File: config.mk
export PLATFORM = sky130hd
export DESIGN_NAME = snc_config_bank
export DESIGN_NICKNAME = d
export VERILOG_FILES = /design/src/design/snc_pkg.sv /design/src/design/snc_route_sel.sv /design/src/design/snc_config_bank.sv
export SDC_FILE = /design/constraint.sdc
export NUM_CORES = 1
export LEC_CHECK = 0
export ABC_CLOCK_PERIOD_IN_PS = 3000
export BUFFER_PORTS_ARGS = -buffer_cell sky130_fd_sc_hd__buf_2
export CORE_MARGIN = 2
export CORE_UTILIZATION = 55
export DETAILED_ROUTE_END_ITERATION = 8
export PLACE_DENSITY = 0.8
export SLEW_MARGIN = 20
export SYNTH_ARGS = -nofsm -noshare
export SYNTH_HDL_FRONTEND = slang
export SYNTH_SLANG_ARGS = --single-unit
File: constraint.sdc
create_clock -name i_ref_clk -period 3 [get_ports i_ref_clk]
set_input_delay 0.3 -clock i_ref_clk [delete_from_list [all_inputs] [get_ports i_ref_clk]]
set_output_delay 0.3 -clock i_ref_clk [all_outputs]
set_load 0.1 [all_outputs]
File: src/design/snc_pkg.sv
// snc_pkg: register map, field layout and reset values of the node configuration bank
package snc_pkg;
   // register indices (configuration address space, word addressed)
   localparam logic [7:0] REG_IDENTITY    = 8'h00;
   localparam logic [7:0] REG_TOPOLOGY    = 8'h01;
   localparam logic [7:0] REG_LOCK_HDR    = 8'h04;
   localparam logic [7:0] REG_NODE_ADDR   = 8'h05;
   localparam logic [7:0] REG_PLL         = 8'h06;
   localparam logic [7:0] REG_SW_CLK_DIV  = 8'h07;
   localparam logic [7:0] REG_REF_CLK_DIV = 8'h08;
   localparam logic [7:0] REG_TP_DEV_CODE = 8'h09;
   localparam logic [7:0] REG_TP_USER     = 8'h0a;
   localparam logic [7:0] REG_DIR_LOW     = 8'h0c;
   localparam logic [7:0] REG_DIR_HIGH    = 8'h0d;

   // switch configuration fields
   localparam int LOCK_ALL_BIT   = 31;
   localparam int LOCK_PLL_BIT   = 8;
   localparam int HDR_MODE_BIT   = 0;

   // pll settings fields
   localparam int PLL_NO_RST_BIT   = 31;
   localparam int PLL_NO_WAIT_BIT  = 30;
   localparam int PLL_BYPASS_BIT   = 29;
   localparam int PLL_TP_BOOT_BIT  = 28;
   localparam logic [31:0] PLL_WR_MASK = 32'hf39fff7f;

   // writable masks and reset values
   localparam logic [31:0] LOCK_HDR_MASK = 32'h80000101;
   localparam logic [31:0] LOW16_MASK    = 32'h0000ffff;
   localparam logic [15:0] REF_DIV_RST   = 16'h0003;
   localparam logic [31:0] PLL_RST       = 32'h00000000;

   localparam int DIR_W  = 4;
   localparam int NODE_W = 16;
endpackage

File: src/design/snc_route_sel.sv
// snc_route_sel: picks the direction field from the most significant mismatching address bit
`timescale 1ns/1ps
`default_nettype none
module snc_route_sel (
   // addresses
   input  wire logic [15:0]  i_dest_addr,
   input  wire logic [15:0]  i_own_addr,
   // direction tables
   input  wire logic [31:0]  i_dir_low,
   input  wire logic [31:0]  i_dir_high,
   // result
   output logic              o_local,
   output logic [3:0]        o_dir
);
   import snc_pkg::*;
   logic [15:0] diff;
   logic [63:0] table_all;
   assign diff      = i_dest_addr ^ i_own_addr;
   assign table_all = {i_dir_high, i_dir_low};
   assign o_local   = (diff == 16'h0000);

   always_comb begin
      o_dir = 4'h0;
      for (int n = 0; n < NODE_W; n++) begin
         if (diff[n]) begin
            o_dir = table_all[n*DIR_W +: DIR_W];
         end
      end
   end
endmodule
`default_nettype wire

File: src/design/snc_config_bank.sv
// snc_config_bank: node configuration register bank with route lookup
//
// Operation
// registers reached only by configuration reads and writes addressed to this node
// identity word: boot pins at power-on 23:16, revision 15:8, version 7:0
// topology word: link count 23:16, router processors 15:8, device processors 7:0
// lock bit 31 set blocks writes to all router control registers
// lock bit 8 set blocks writes to the pll settings register
// header bit 0: zero two-byte headers, one one-byte headers
// node address is writable 16 bits, reset zero, upper bits reserved
// accepted pll settings write resets the tile unless suppressed
// pll write with bit 31 set applies settings without chip reset
// pll write with bit 30 set skips waiting for pll relock
// pll bit 29 bypasses the pll with the input clock
// pll bit 28 forces boot through the test access port
// pll bits 25:23 hold output divider, values 0 to 7
// pll bits 20:8 hold feedback multiplication ratio
// pll bits 6:0 hold input divider value
// switch clock divider 16 bits writable, resets to zero
// reference clock divider 16 bits writable, resets to three
// user code word: otp code 31:18, metal id 17:0, read-only
// low direction table: dimension n at bits 4n+3:4n, reset zero
// high direction table: dimensions 8 to 15, reset zero
// route by field of the most significant differing address bit
// each link has a 4-bit direction; matching direction may forward there
// a fully matching address is delivered locally
// reserved bits read zero and ignore writes
`timescale 1ns/1ps
`default_nettype none
module snc_config_bank #(
   parameter logic [7:0]  REVISION    = 8'h01,   // arbitrary
   parameter logic [7:0]  VERSION     = 8'h01,   // arbitrary
   parameter logic [7:0]  NUM_LINKS   = 8'h08,
   parameter logic [7:0]  NUM_PROC_SW = 8'h02,
   parameter logic [7:0]  NUM_PROC_DV = 8'h02,
   parameter logic [31:0] TP_DEV_CODE = 32'h00000001, // arbitrary
   parameter logic [17:0] METAL_ID    = 18'h00001,    // arbitrary
   parameter int          LINKS       = 8
) (
   // clock and reset
   input  wire logic                     i_ref_clk,
   input  wire logic                     i_rst_b,
   // configuration access
   input  wire logic                     i_cfg_wr,
   input  wire logic                     i_cfg_rd,
   input  wire logic [7:0]               i_cfg_addr,
   input  wire logic [31:0]              i_cfg_wdata,
   output logic                          o_cfg_rvalid,
   output logic [31:0]                   o_cfg_rdata,
   // straps and otp
   input  wire logic [7:0]               i_boot_select_pins,
   input  wire logic [13:0]              i_otp_user_code,
   // routing
   input  wire logic                     i_pkt_valid,
   input  wire logic [15:0]              i_pkt_dest,
   input  wire logic [LINKS*4-1:0]       i_link_dir,
   output logic                          o_route_valid,
   output logic                          o_route_local,
   output logic [3:0]                    o_route_dir,
   output logic [LINKS-1:0]              o_link_match,
   // configuration outputs
   output logic                          o_one_byte_hdr,
   output logic [15:0]                   o_node_addr,
   output logic [31:0]                   o_pll_settings,
   output logic                          o_pll_bypass,
   output logic                          o_tp_boot,
   output logic                          o_tile_reset,
   output logic                          o_pll_wait_lock,
   output logic [15:0]                   o_sw_clk_div,
   output logic [15:0]                   o_ref_clk_div
);
   import snc_pkg::*;

   // ----------------------------------------
   // pin capture
   // ----------------------------------------
   logic [7:0]  boot_meta;
   logic [7:0]  boot_sync;
   logic [7:0]  boot_latched;
   logic        boot_taken;
   logic [13:0] otp_meta;
   logic [13:0] otp_sync;
   localparam int SYNC_STAGES = 2;
   logic [SYNC_STAGES-1:0] sync_fill;

   always_ff @(posedge i_ref_clk or negedge i_rst_b) begin
      if (!i_rst_b) begin
         boot_meta <= 8'h00;
         boot_sync <= 8'h00;
         otp_meta  <= 14'h0000;
         otp_sync  <= 14'h0000;
      end else begin
         boot_meta <= i_boot_select_pins;
         boot_sync <= boot_meta;
         otp_meta  <= i_otp_user_code;
         otp_sync  <= otp_meta;
      end
   end

   // marks when both synchroniser stages hold pin samples rather than reset zeros
   always_ff @(posedge i_ref_clk or negedge i_rst_b) begin
      if (!i_rst_b) begin
         sync_fill <= '0;
      end else begin
         sync_fill <= {sync_fill[SYNC_STAGES-2:0], 1'b1};
      end
   end

   // straps held from the first sample that has passed both stages
   always_ff @(posedge i_ref_clk or negedge i_rst_b) begin
      if (!i_rst_b) begin
         boot_latched <= 8'h00;
         boot_taken   <= 1'b0;
      end else if (sync_fill[SYNC_STAGES-1] && !boot_taken) begin
         boot_latched <= boot_sync;
         boot_taken   <= 1'b1;
      end
   end

   // ----------------------------------------
   // write decode
   // ----------------------------------------
   logic [31:0] lock_hdr;
   logic [15:0] node_addr;
   logic [31:0] pll;
   logic [15:0] sw_div;
   logic [15:0] ref_div;
   logic [31:0] dir_low;
   logic [31:0] dir_high;
   logic        wr_open;
   logic        pll_wr_ok;

   assign wr_open   = i_cfg_wr && !lock_hdr[LOCK_ALL_BIT];
   assign pll_wr_ok = wr_open && (i_cfg_addr == REG_PLL)
                      && !lock_hdr[LOCK_PLL_BIT];

   always_ff @(posedge i_ref_clk or negedge i_rst_b) begin
      if (!i_rst_b) begin
         lock_hdr <= 32'h00000000;
      end else if (wr_open && i_cfg_addr == REG_LOCK_HDR) begin
         lock_hdr <= i_cfg_wdata & LOCK_HDR_MASK;
      end
   end

   always_ff @(posedge i_ref_clk or negedge i_rst_b) begin
      if (!i_rst_b) begin
         node_addr <= 16'h0000;
      end else if (wr_open && i_cfg_addr == REG_NODE_ADDR) begin
         node_addr <= i_cfg_wdata[15:0];
      end
   end

   always_ff @(posedge i_ref_clk or negedge i_rst_b) begin
      if (!i_rst_b) begin
         pll <= PLL_RST;
      end else if (pll_wr_ok) begin
         pll <= i_cfg_wdata & PLL_WR_MASK;
      end
   end

   always_ff @(posedge i_ref_clk or negedge i_rst_b) begin
      if (!i_rst_b) begin
         sw_div  <= 16'h0000;
         ref_div <= REF_DIV_RST;
      end else if (wr_open) begin
         if (i_cfg_addr == REG_SW_CLK_DIV) begin
            sw_div <= i_cfg_wdata[15:0];
         end
         if (i_cfg_addr == REG_REF_CLK_DIV) begin
            ref_div <= i_cfg_wdata[15:0];
         end
      end
   end

   always_ff @(posedge i_ref_clk or negedge i_rst_b) begin
      if (!i_rst_b) begin
         dir_low  <= 32'h00000000;
         dir_high <= 32'h00000000;
      end else if (wr_open) begin
         if (i_cfg_addr == REG_DIR_LOW) begin
            dir_low <= i_cfg_wdata;
         end
         if (i_cfg_addr == REG_DIR_HIGH) begin
            dir_high <= i_cfg_wdata;
         end
      end
   end

   // ----------------------------------------
   // pll side effects
   // ----------------------------------------
   // one-cycle pulses; the clock generator owns relock timing
   always_ff @(posedge i_ref_clk or negedge i_rst_b) begin
      if (!i_rst_b) begin
         o_tile_reset    <= 1'b0;
         o_pll_wait_lock <= 1'b0;
      end else begin
         o_tile_reset    <= pll_wr_ok && !i_cfg_wdata[PLL_NO_RST_BIT];
         o_pll_wait_lock <= pll_wr_ok && !i_cfg_wdata[PLL_NO_WAIT_BIT];
      end
   end

   // ----------------------------------------
   // read path
   // ----------------------------------------
   logic [31:0] next_rdata;

   always_comb begin
      case (i_cfg_addr)
         REG_IDENTITY:    next_rdata = {8'h00, boot_latched, REVISION, VERSION};
         REG_TOPOLOGY:    next_rdata = {8'h00, NUM_LINKS, NUM_PROC_SW, NUM_PROC_DV};
         REG_LOCK_HDR:    next_rdata = lock_hdr;
         REG_NODE_ADDR:   next_rdata = {16'h0000, node_addr};
         REG_PLL:         next_rdata = pll;
         REG_SW_CLK_DIV:  next_rdata = {16'h0000, sw_div};
         REG_REF_CLK_DIV: next_rdata = {16'h0000, ref_div};
         REG_TP_DEV_CODE: next_rdata = TP_DEV_CODE;
         REG_TP_USER:     next_rdata = {otp_sync, METAL_ID};
         REG_DIR_LOW:     next_rdata = dir_low;
         REG_DIR_HIGH:    next_rdata = dir_high;
         default:         next_rdata = 32'h00000000;
      endcase
   end

   always_ff @(posedge i_ref_clk or negedge i_rst_b) begin
      if (!i_rst_b) begin
         o_cfg_rvalid <= 1'b0;
         o_cfg_rdata  <= 32'h00000000;
      end else begin
         o_cfg_rvalid <= i_cfg_rd;
         if (i_cfg_rd) begin
            o_cfg_rdata <= next_rdata;
         end
      end
   end

   // ----------------------------------------
   // configuration outputs
   // ----------------------------------------
   always_ff @(posedge i_ref_clk or negedge i_rst_b) begin
      if (!i_rst_b) begin
         o_one_byte_hdr <= 1'b0;
         o_node_addr    <= 16'h0000;
         o_pll_settings <= PLL_RST;
         o_pll_bypass   <= 1'b0;
         o_tp_boot      <= 1'b0;
         o_sw_clk_div   <= 16'h0000;
         o_ref_clk_div  <= REF_DIV_RST;
      end else begin
         o_one_byte_hdr <= lock_hdr[HDR_MODE_BIT];
         o_node_addr    <= node_addr;
         o_pll_settings <= pll;
         o_pll_bypass   <= pll[PLL_BYPASS_BIT];
         o_tp_boot      <= pll[PLL_TP_BOOT_BIT];
         o_sw_clk_div   <= sw_div;
         o_ref_clk_div  <= ref_div;
      end
   end

   // ----------------------------------------
   // routing
   // ----------------------------------------
   logic       sel_local;
   logic [3:0] sel_dir;

   snc_route_sel u_route_sel (
      .i_dest_addr (i_pkt_dest),
      .i_own_addr  (node_addr),
      .i_dir_low   (dir_low),
      .i_dir_high  (dir_high),
      .o_local     (sel_local),
      .o_dir       (sel_dir)
   );

   always_ff @(posedge i_ref_clk or negedge i_rst_b) begin
      if (!i_rst_b) begin
         o_route_valid <= 1'b0;
         o_route_local <= 1'b0;
         o_route_dir   <= 4'h0;
      end else begin
         o_route_valid <= i_pkt_valid;
         o_route_local <= sel_local;
         o_route_dir   <= sel_dir;
      end
   end

   genvar g;
   generate
      for (g = 0; g < LINKS; g++) begin : g_link
         always_ff @(posedge i_ref_clk or negedge i_rst_b) begin
            if (!i_rst_b) begin
               o_link_match[g] <= 1'b0;
            end else begin
               o_link_match[g] <= i_pkt_valid && !sel_local
                                  && (i_link_dir[g*DIR_W +: DIR_W] == sel_dir);
            end
         end
      end
   endgenerate

   // ----------------------------------------
   // checks
   // ----------------------------------------
   chk_lock_blocks_all: assert property (@(posedge i_ref_clk) disable iff (!i_rst_b)
      lock_hdr[LOCK_ALL_BIT] |=> $stable(node_addr) && $stable(dir_low))
      else $error("write passed while router registers locked");
   chk_pll_lock_holds: assert property (@(posedge i_ref_clk) disable iff (!i_rst_b)
      (lock_hdr[LOCK_PLL_BIT] || lock_hdr[LOCK_ALL_BIT]) |=> $stable(pll))
      else $error("pll settings changed while locked");
   chk_tile_reset_cause: assert property (@(posedge i_ref_clk) disable iff (!i_rst_b)
      o_tile_reset |-> $past(pll_wr_ok) && !$past(i_cfg_wdata[PLL_NO_RST_BIT]))
      else $error("tile reset without accepted pll write");
   chk_no_reset_bit: assert property (@(posedge i_ref_clk) disable iff (!i_rst_b)
      (pll_wr_ok && i_cfg_wdata[PLL_NO_RST_BIT]) |=> !o_tile_reset)
      else $error("tile reset despite suppress bit");
   chk_wait_lock: assert property (@(posedge i_ref_clk) disable iff (!i_rst_b)
      (pll_wr_ok && !i_cfg_wdata[PLL_NO_WAIT_BIT]) |=> o_pll_wait_lock)
      else $error("relock wait missing");
   chk_hdr_mode: assert property (@(posedge i_ref_clk) disable iff (!i_rst_b)
      ##1 o_one_byte_hdr == $past(lock_hdr[HDR_MODE_BIT]))
      else $error("header mode output wrong");
   chk_reserved_zero: assert property (@(posedge i_ref_clk) disable iff (!i_rst_b)
      (i_cfg_rd && i_cfg_addr == REG_NODE_ADDR) |=> o_cfg_rdata[31:16] == 16'h0000)
      else $error("reserved bits read nonzero");
   chk_local_route: assert property (@(posedge i_ref_clk) disable iff (!i_rst_b)
      (i_pkt_dest == node_addr) |=> o_route_local && o_link_match == '0)
      else $error("own address not delivered locally");
   chk_route_top_bit: assert property (@(posedge i_ref_clk) disable iff (!i_rst_b)
      ((i_pkt_dest ^ node_addr) >> (NODE_W-1) == 16'h0001)
      |=> o_route_dir == $past(dir_high[$bits(dir_high)-DIR_W +: DIR_W]))
      else $error("wrong direction for top mismatch");
   chk_read_answer: assert property (@(posedge i_ref_clk) disable iff (!i_rst_b)
      (i_cfg_rd && i_cfg_addr == REG_REF_CLK_DIV) |=> o_cfg_rdata == {16'h0000, $past(ref_div)})
      else $error("reference divider read wrong");
   chk_boot_held: assert property (@(posedge i_ref_clk) disable iff (!i_rst_b)
      boot_taken |=> $stable(boot_latched))
      else $error("boot strap capture changed after it was taken");
   chk_read_pulse: assert property (@(posedge i_ref_clk) disable iff (!i_rst_b)
      i_cfg_rd |=> o_cfg_rvalid)
      else $error("read not answered in the next cycle");
   chk_link_needs_pkt: assert property (@(posedge i_ref_clk) disable iff (!i_rst_b)
      !i_pkt_valid |=> o_link_match == '0)
      else $error("link match raised without a packet");
endmodule
`default_nettype wire

==> results.yml <==
power:
  seq_power_share: 0.470
  p_switching_mw: 2.67
  power_density_nw_per_um2: 626
  totalPowerFinal_mw: 9.95
  peakVddDrop_mv: 0.450
  pwr-share-clk: 0.399
  swShare: 0.268
  p_int_mw: 7.28
  p_leak_nw: 7.89
  pwr-share-comb: 0.130
yosys:
  syn_area_per_cell_um2: 13.4
  ys_seq_area_frac: 0.626
  yosys-top-cells-area: "dfrtp_1, mux2_2, xnor2_1, o22ai_1, nand2_1"
  synth_flop_cell: "dfrtp_1"
  syn-instance-count: 963
  ys_warn_count: 0
  synth_top_area_cell: "dfrtp_1"
  synth_area_um2: 12900
  synth_top_cell_area_share: 0.618
  ys_types: 54
  async_flop_share: 1.00
  synth_edf_count: 0
  synth_seq_cells: 322
clock_tree:
  post_cts_buffers: 0
  clk_latency_ns: 0.56
  cts_buffers: 30
  cts_sinks: 322
  cts_tree: "done"
  cts_root_buf: "clkbuf_16"
  cts_max_level: 1
  clkTransAtPathRegs_ns: 0.07
  clockBufferDepth: 3
global_route:
  grt_pass1_wl_um: 54600
  antenna_found_initial: 3
  grt-ovfl-total: 0
  gr-usage-all-layers: 0.288
  grt_pass1_vias: 9787
  grt_max_degree: 96
timing:
  worstMarginPinSlew_ns: 1.05
  slew-limit-headroom: 0.299
  finalSetupViolCount: 0
  max_freq_mhz: 364
  rsz0062_at_grt: "false"
  fin_crit_sh: 0.916
  fin_crit_ns: 2.75
  slew_viol_final: 0
  setup_tns_ns: 0
  hold_viol: 0
  fin_hold_ws_ns: 0.0351
  setup_ws_ns: 0.252
  finClkSkew_ns: 0.0216
critical_path:
  critical_path_class: "flip-flop to flip-flop"
  cp_data_required_time_ns: 3.45
  cp_common_cell: "xnor2_1"
  cp_max_fo: 9
  cp.arrival_ns: 3.19
  endpoint_kind: "flip-flop"
  reg2reg_depth: 8
  cp.depth: 8
  crit_chain: "xnor2_1 > nand2_1 > a211oi_1 > a2111oi_2 > o31ai_1 > a21oi_4 > xnor2_1 > nor4_2"
  cp_slowest_cell: "dfrtp_1"
  critical_path.top_delay_family: "compound AO/OA/AOI/OAI gates"
  cp-start-kind: "flip-flop"
  path_buf_inv: 0
  slowest_delay_ns: 0.48
route:
  wirelength_um: 35300
  ant_nets: 0
  drtIter0Drc: 723
  via_count: 9308
  drc: 0
  drt_pre_antenna_iters: 7
  wl_per_cell_um: 22.2
  routed_via_density: 5.86
placement:
  finalWeightedCongestion: 0.870
  dp_slack_ns: 0.155
  dpl.hpwl_um: 24600
  port-buffer-count: 241
  dpl_cell_area_um2: 14600
  place_inst: 1502
floorplan:
  die_h_um: 157
  die_w_um: 157
  core-area_um2: 22800
  start_util: 0.565
  placementRows: 55
  ios: 247
  dieArea_um2: 24600
layout:
  nNetsFinal: 1366
  drive_above_1_share: 0.396
  final_area_um2: 15900
  area_growth_pct: 23.6
  utilization: 0.698
  final_cells: 1589
job:
  drv_cap: 0
outcome:
  outcome: "complete, no violations"
min_path:
  hp-class: "input port to flip-flop"
  worstHoldPathCells: 2
[what timing repair did]
action | CTS | global route
setup endpoints to repair | 0 | 3
resized for setup | 0 | 1
hold endpoints to repair | 119 | 0
hold buffers | 30 | 0
[power by group through the flow]
stage / sequential (mW) / clock (mW) / combinational (mW)
2_1_floorplan: 5.14 / 0 / 0.425
3_3_place_gp: 4.75 / 0 / 1.25
3_5_place_dp: 4.75 / 0 / 1.26
4_1_cts: 4.68 / 4.02 / 1.29
5_1_grt: 4.69 / 4.21 / 1.37
6_report: 4.68 / 3.97 / 1.30
[sequential cells by signal, summed over array words and instances, names as in the netlist, 27 cells and up]
name,cells
dir_low,32
dir_high,32
o_cfg_rdata,32
pll,27
o_pll_settings,27
[routing by layer]
layer | GRT usage | up-vias | share of wire
met1 | 0.398 | 4728 | 0.41
met5 | 0 | - | 0.00037
li1 | - | 4034 | -
met2 | 0.471 | 469 | 0.49
met3 | 0.0460 | 75 | 0.075
met4 | 0.0974 | 2 | 0.026
[synthesized netlist by cell type, drive strengths merged (21+ instances only)]
library cell and n:
nor2 30, nand3 22, mux2 162, o22ai 39, xor2 22, xnor2 30, a21oi 21, buf 22
inv 35, o21ai 25, clkbuf 30, dfrtp 318, a221oi 21, nand2 57
[cells by family (layout without fill, tap and decap cells)]
logic type | Yosys count | count (layout) | synth area share
flip-flops | 322 | 322 | 0.626
AO/OA/AOI/OAI | 176 | 176 | 0.0981
multiplexers | 172 | 172 | 0.150
AND/OR/NAND/NOR | 152 | 152 | 0.0586
buffers and inverters | 87 | 394 | 0.0284
XOR/XNOR | 52 | 52 | 0.0374
other | 2 | 8 | 0.000583
[layout make-up]
type	count	area, um^2
clock buffers	47	896
repair buffers	304	1800
diodes	2	5.00
inverters	35	131
fillers	1574	6870
clock inverters	8	148
flip-flops and latches	322	8060
well taps	313	392
multi-input cells	558	4470
[placed cells by master, fill, tap and decap left out, types with 13 or more instances in the layout]
cell | synthesis | routed
xnor2_1 | 28 | 28
a21oi_1 | 20 | 20
o21ai_0 | 25 | 25
nor2_1 | 30 | 28
o22ai_1 | 39 | 39
nand2_1 | 57 | 57
xor2_1 | 22 | 22
dfrtp_1 | 318 | 318
mux2_2 | 162 | 162
nand3_1 | 22 | 22
a22oi_1 | 13 | 13
buf_2 | 10 | 240
inv_1 | 35 | 35
buf_4 | 7 | 30
a221oi_1 | 21 | 21
clkbuf_16 | 0 | 31
dlygate4sd3_1 | 0 | 30
[worst reg2reg max path: stages (launching register included)]
cell and delay (ns):
dfrtp_1 0.48, xnor2_1 0.41, nand2_1 0.21, a211oi_1 0.37, a2111oi_2 0.10, o31ai_1 0.41
a21oi_4 0.22, xnor2_1 0.20, nor4_2 0.24
[worst paths after layout]
check                                    startpoint                           to  slack (ns)
min in group asynchronous                   i_rst_b  o_pll_settings[0]$_DFF_PN0_        0.35
max in group asynchronous                   i_rst_b       ref_div[1]$_DFFE_PN1P_        1.75
min reg2reg                  boot_meta[1]$_DFF_PN0_       boot_sync[1]$_DFF_PN0_        0.35
min                                 i_cfg_wdata[23]      dir_low[23]$_DFFE_PN0P_        0.04
max                        node_addr[5]$_DFFE_PN0P_    o_link_match[2]$_DFF_PN0_        0.25
max reg2reg                node_addr[5]$_DFFE_PN0P_    o_link_match[2]$_DFF_PN0_        0.25
(Power assumes the default switching activity.)
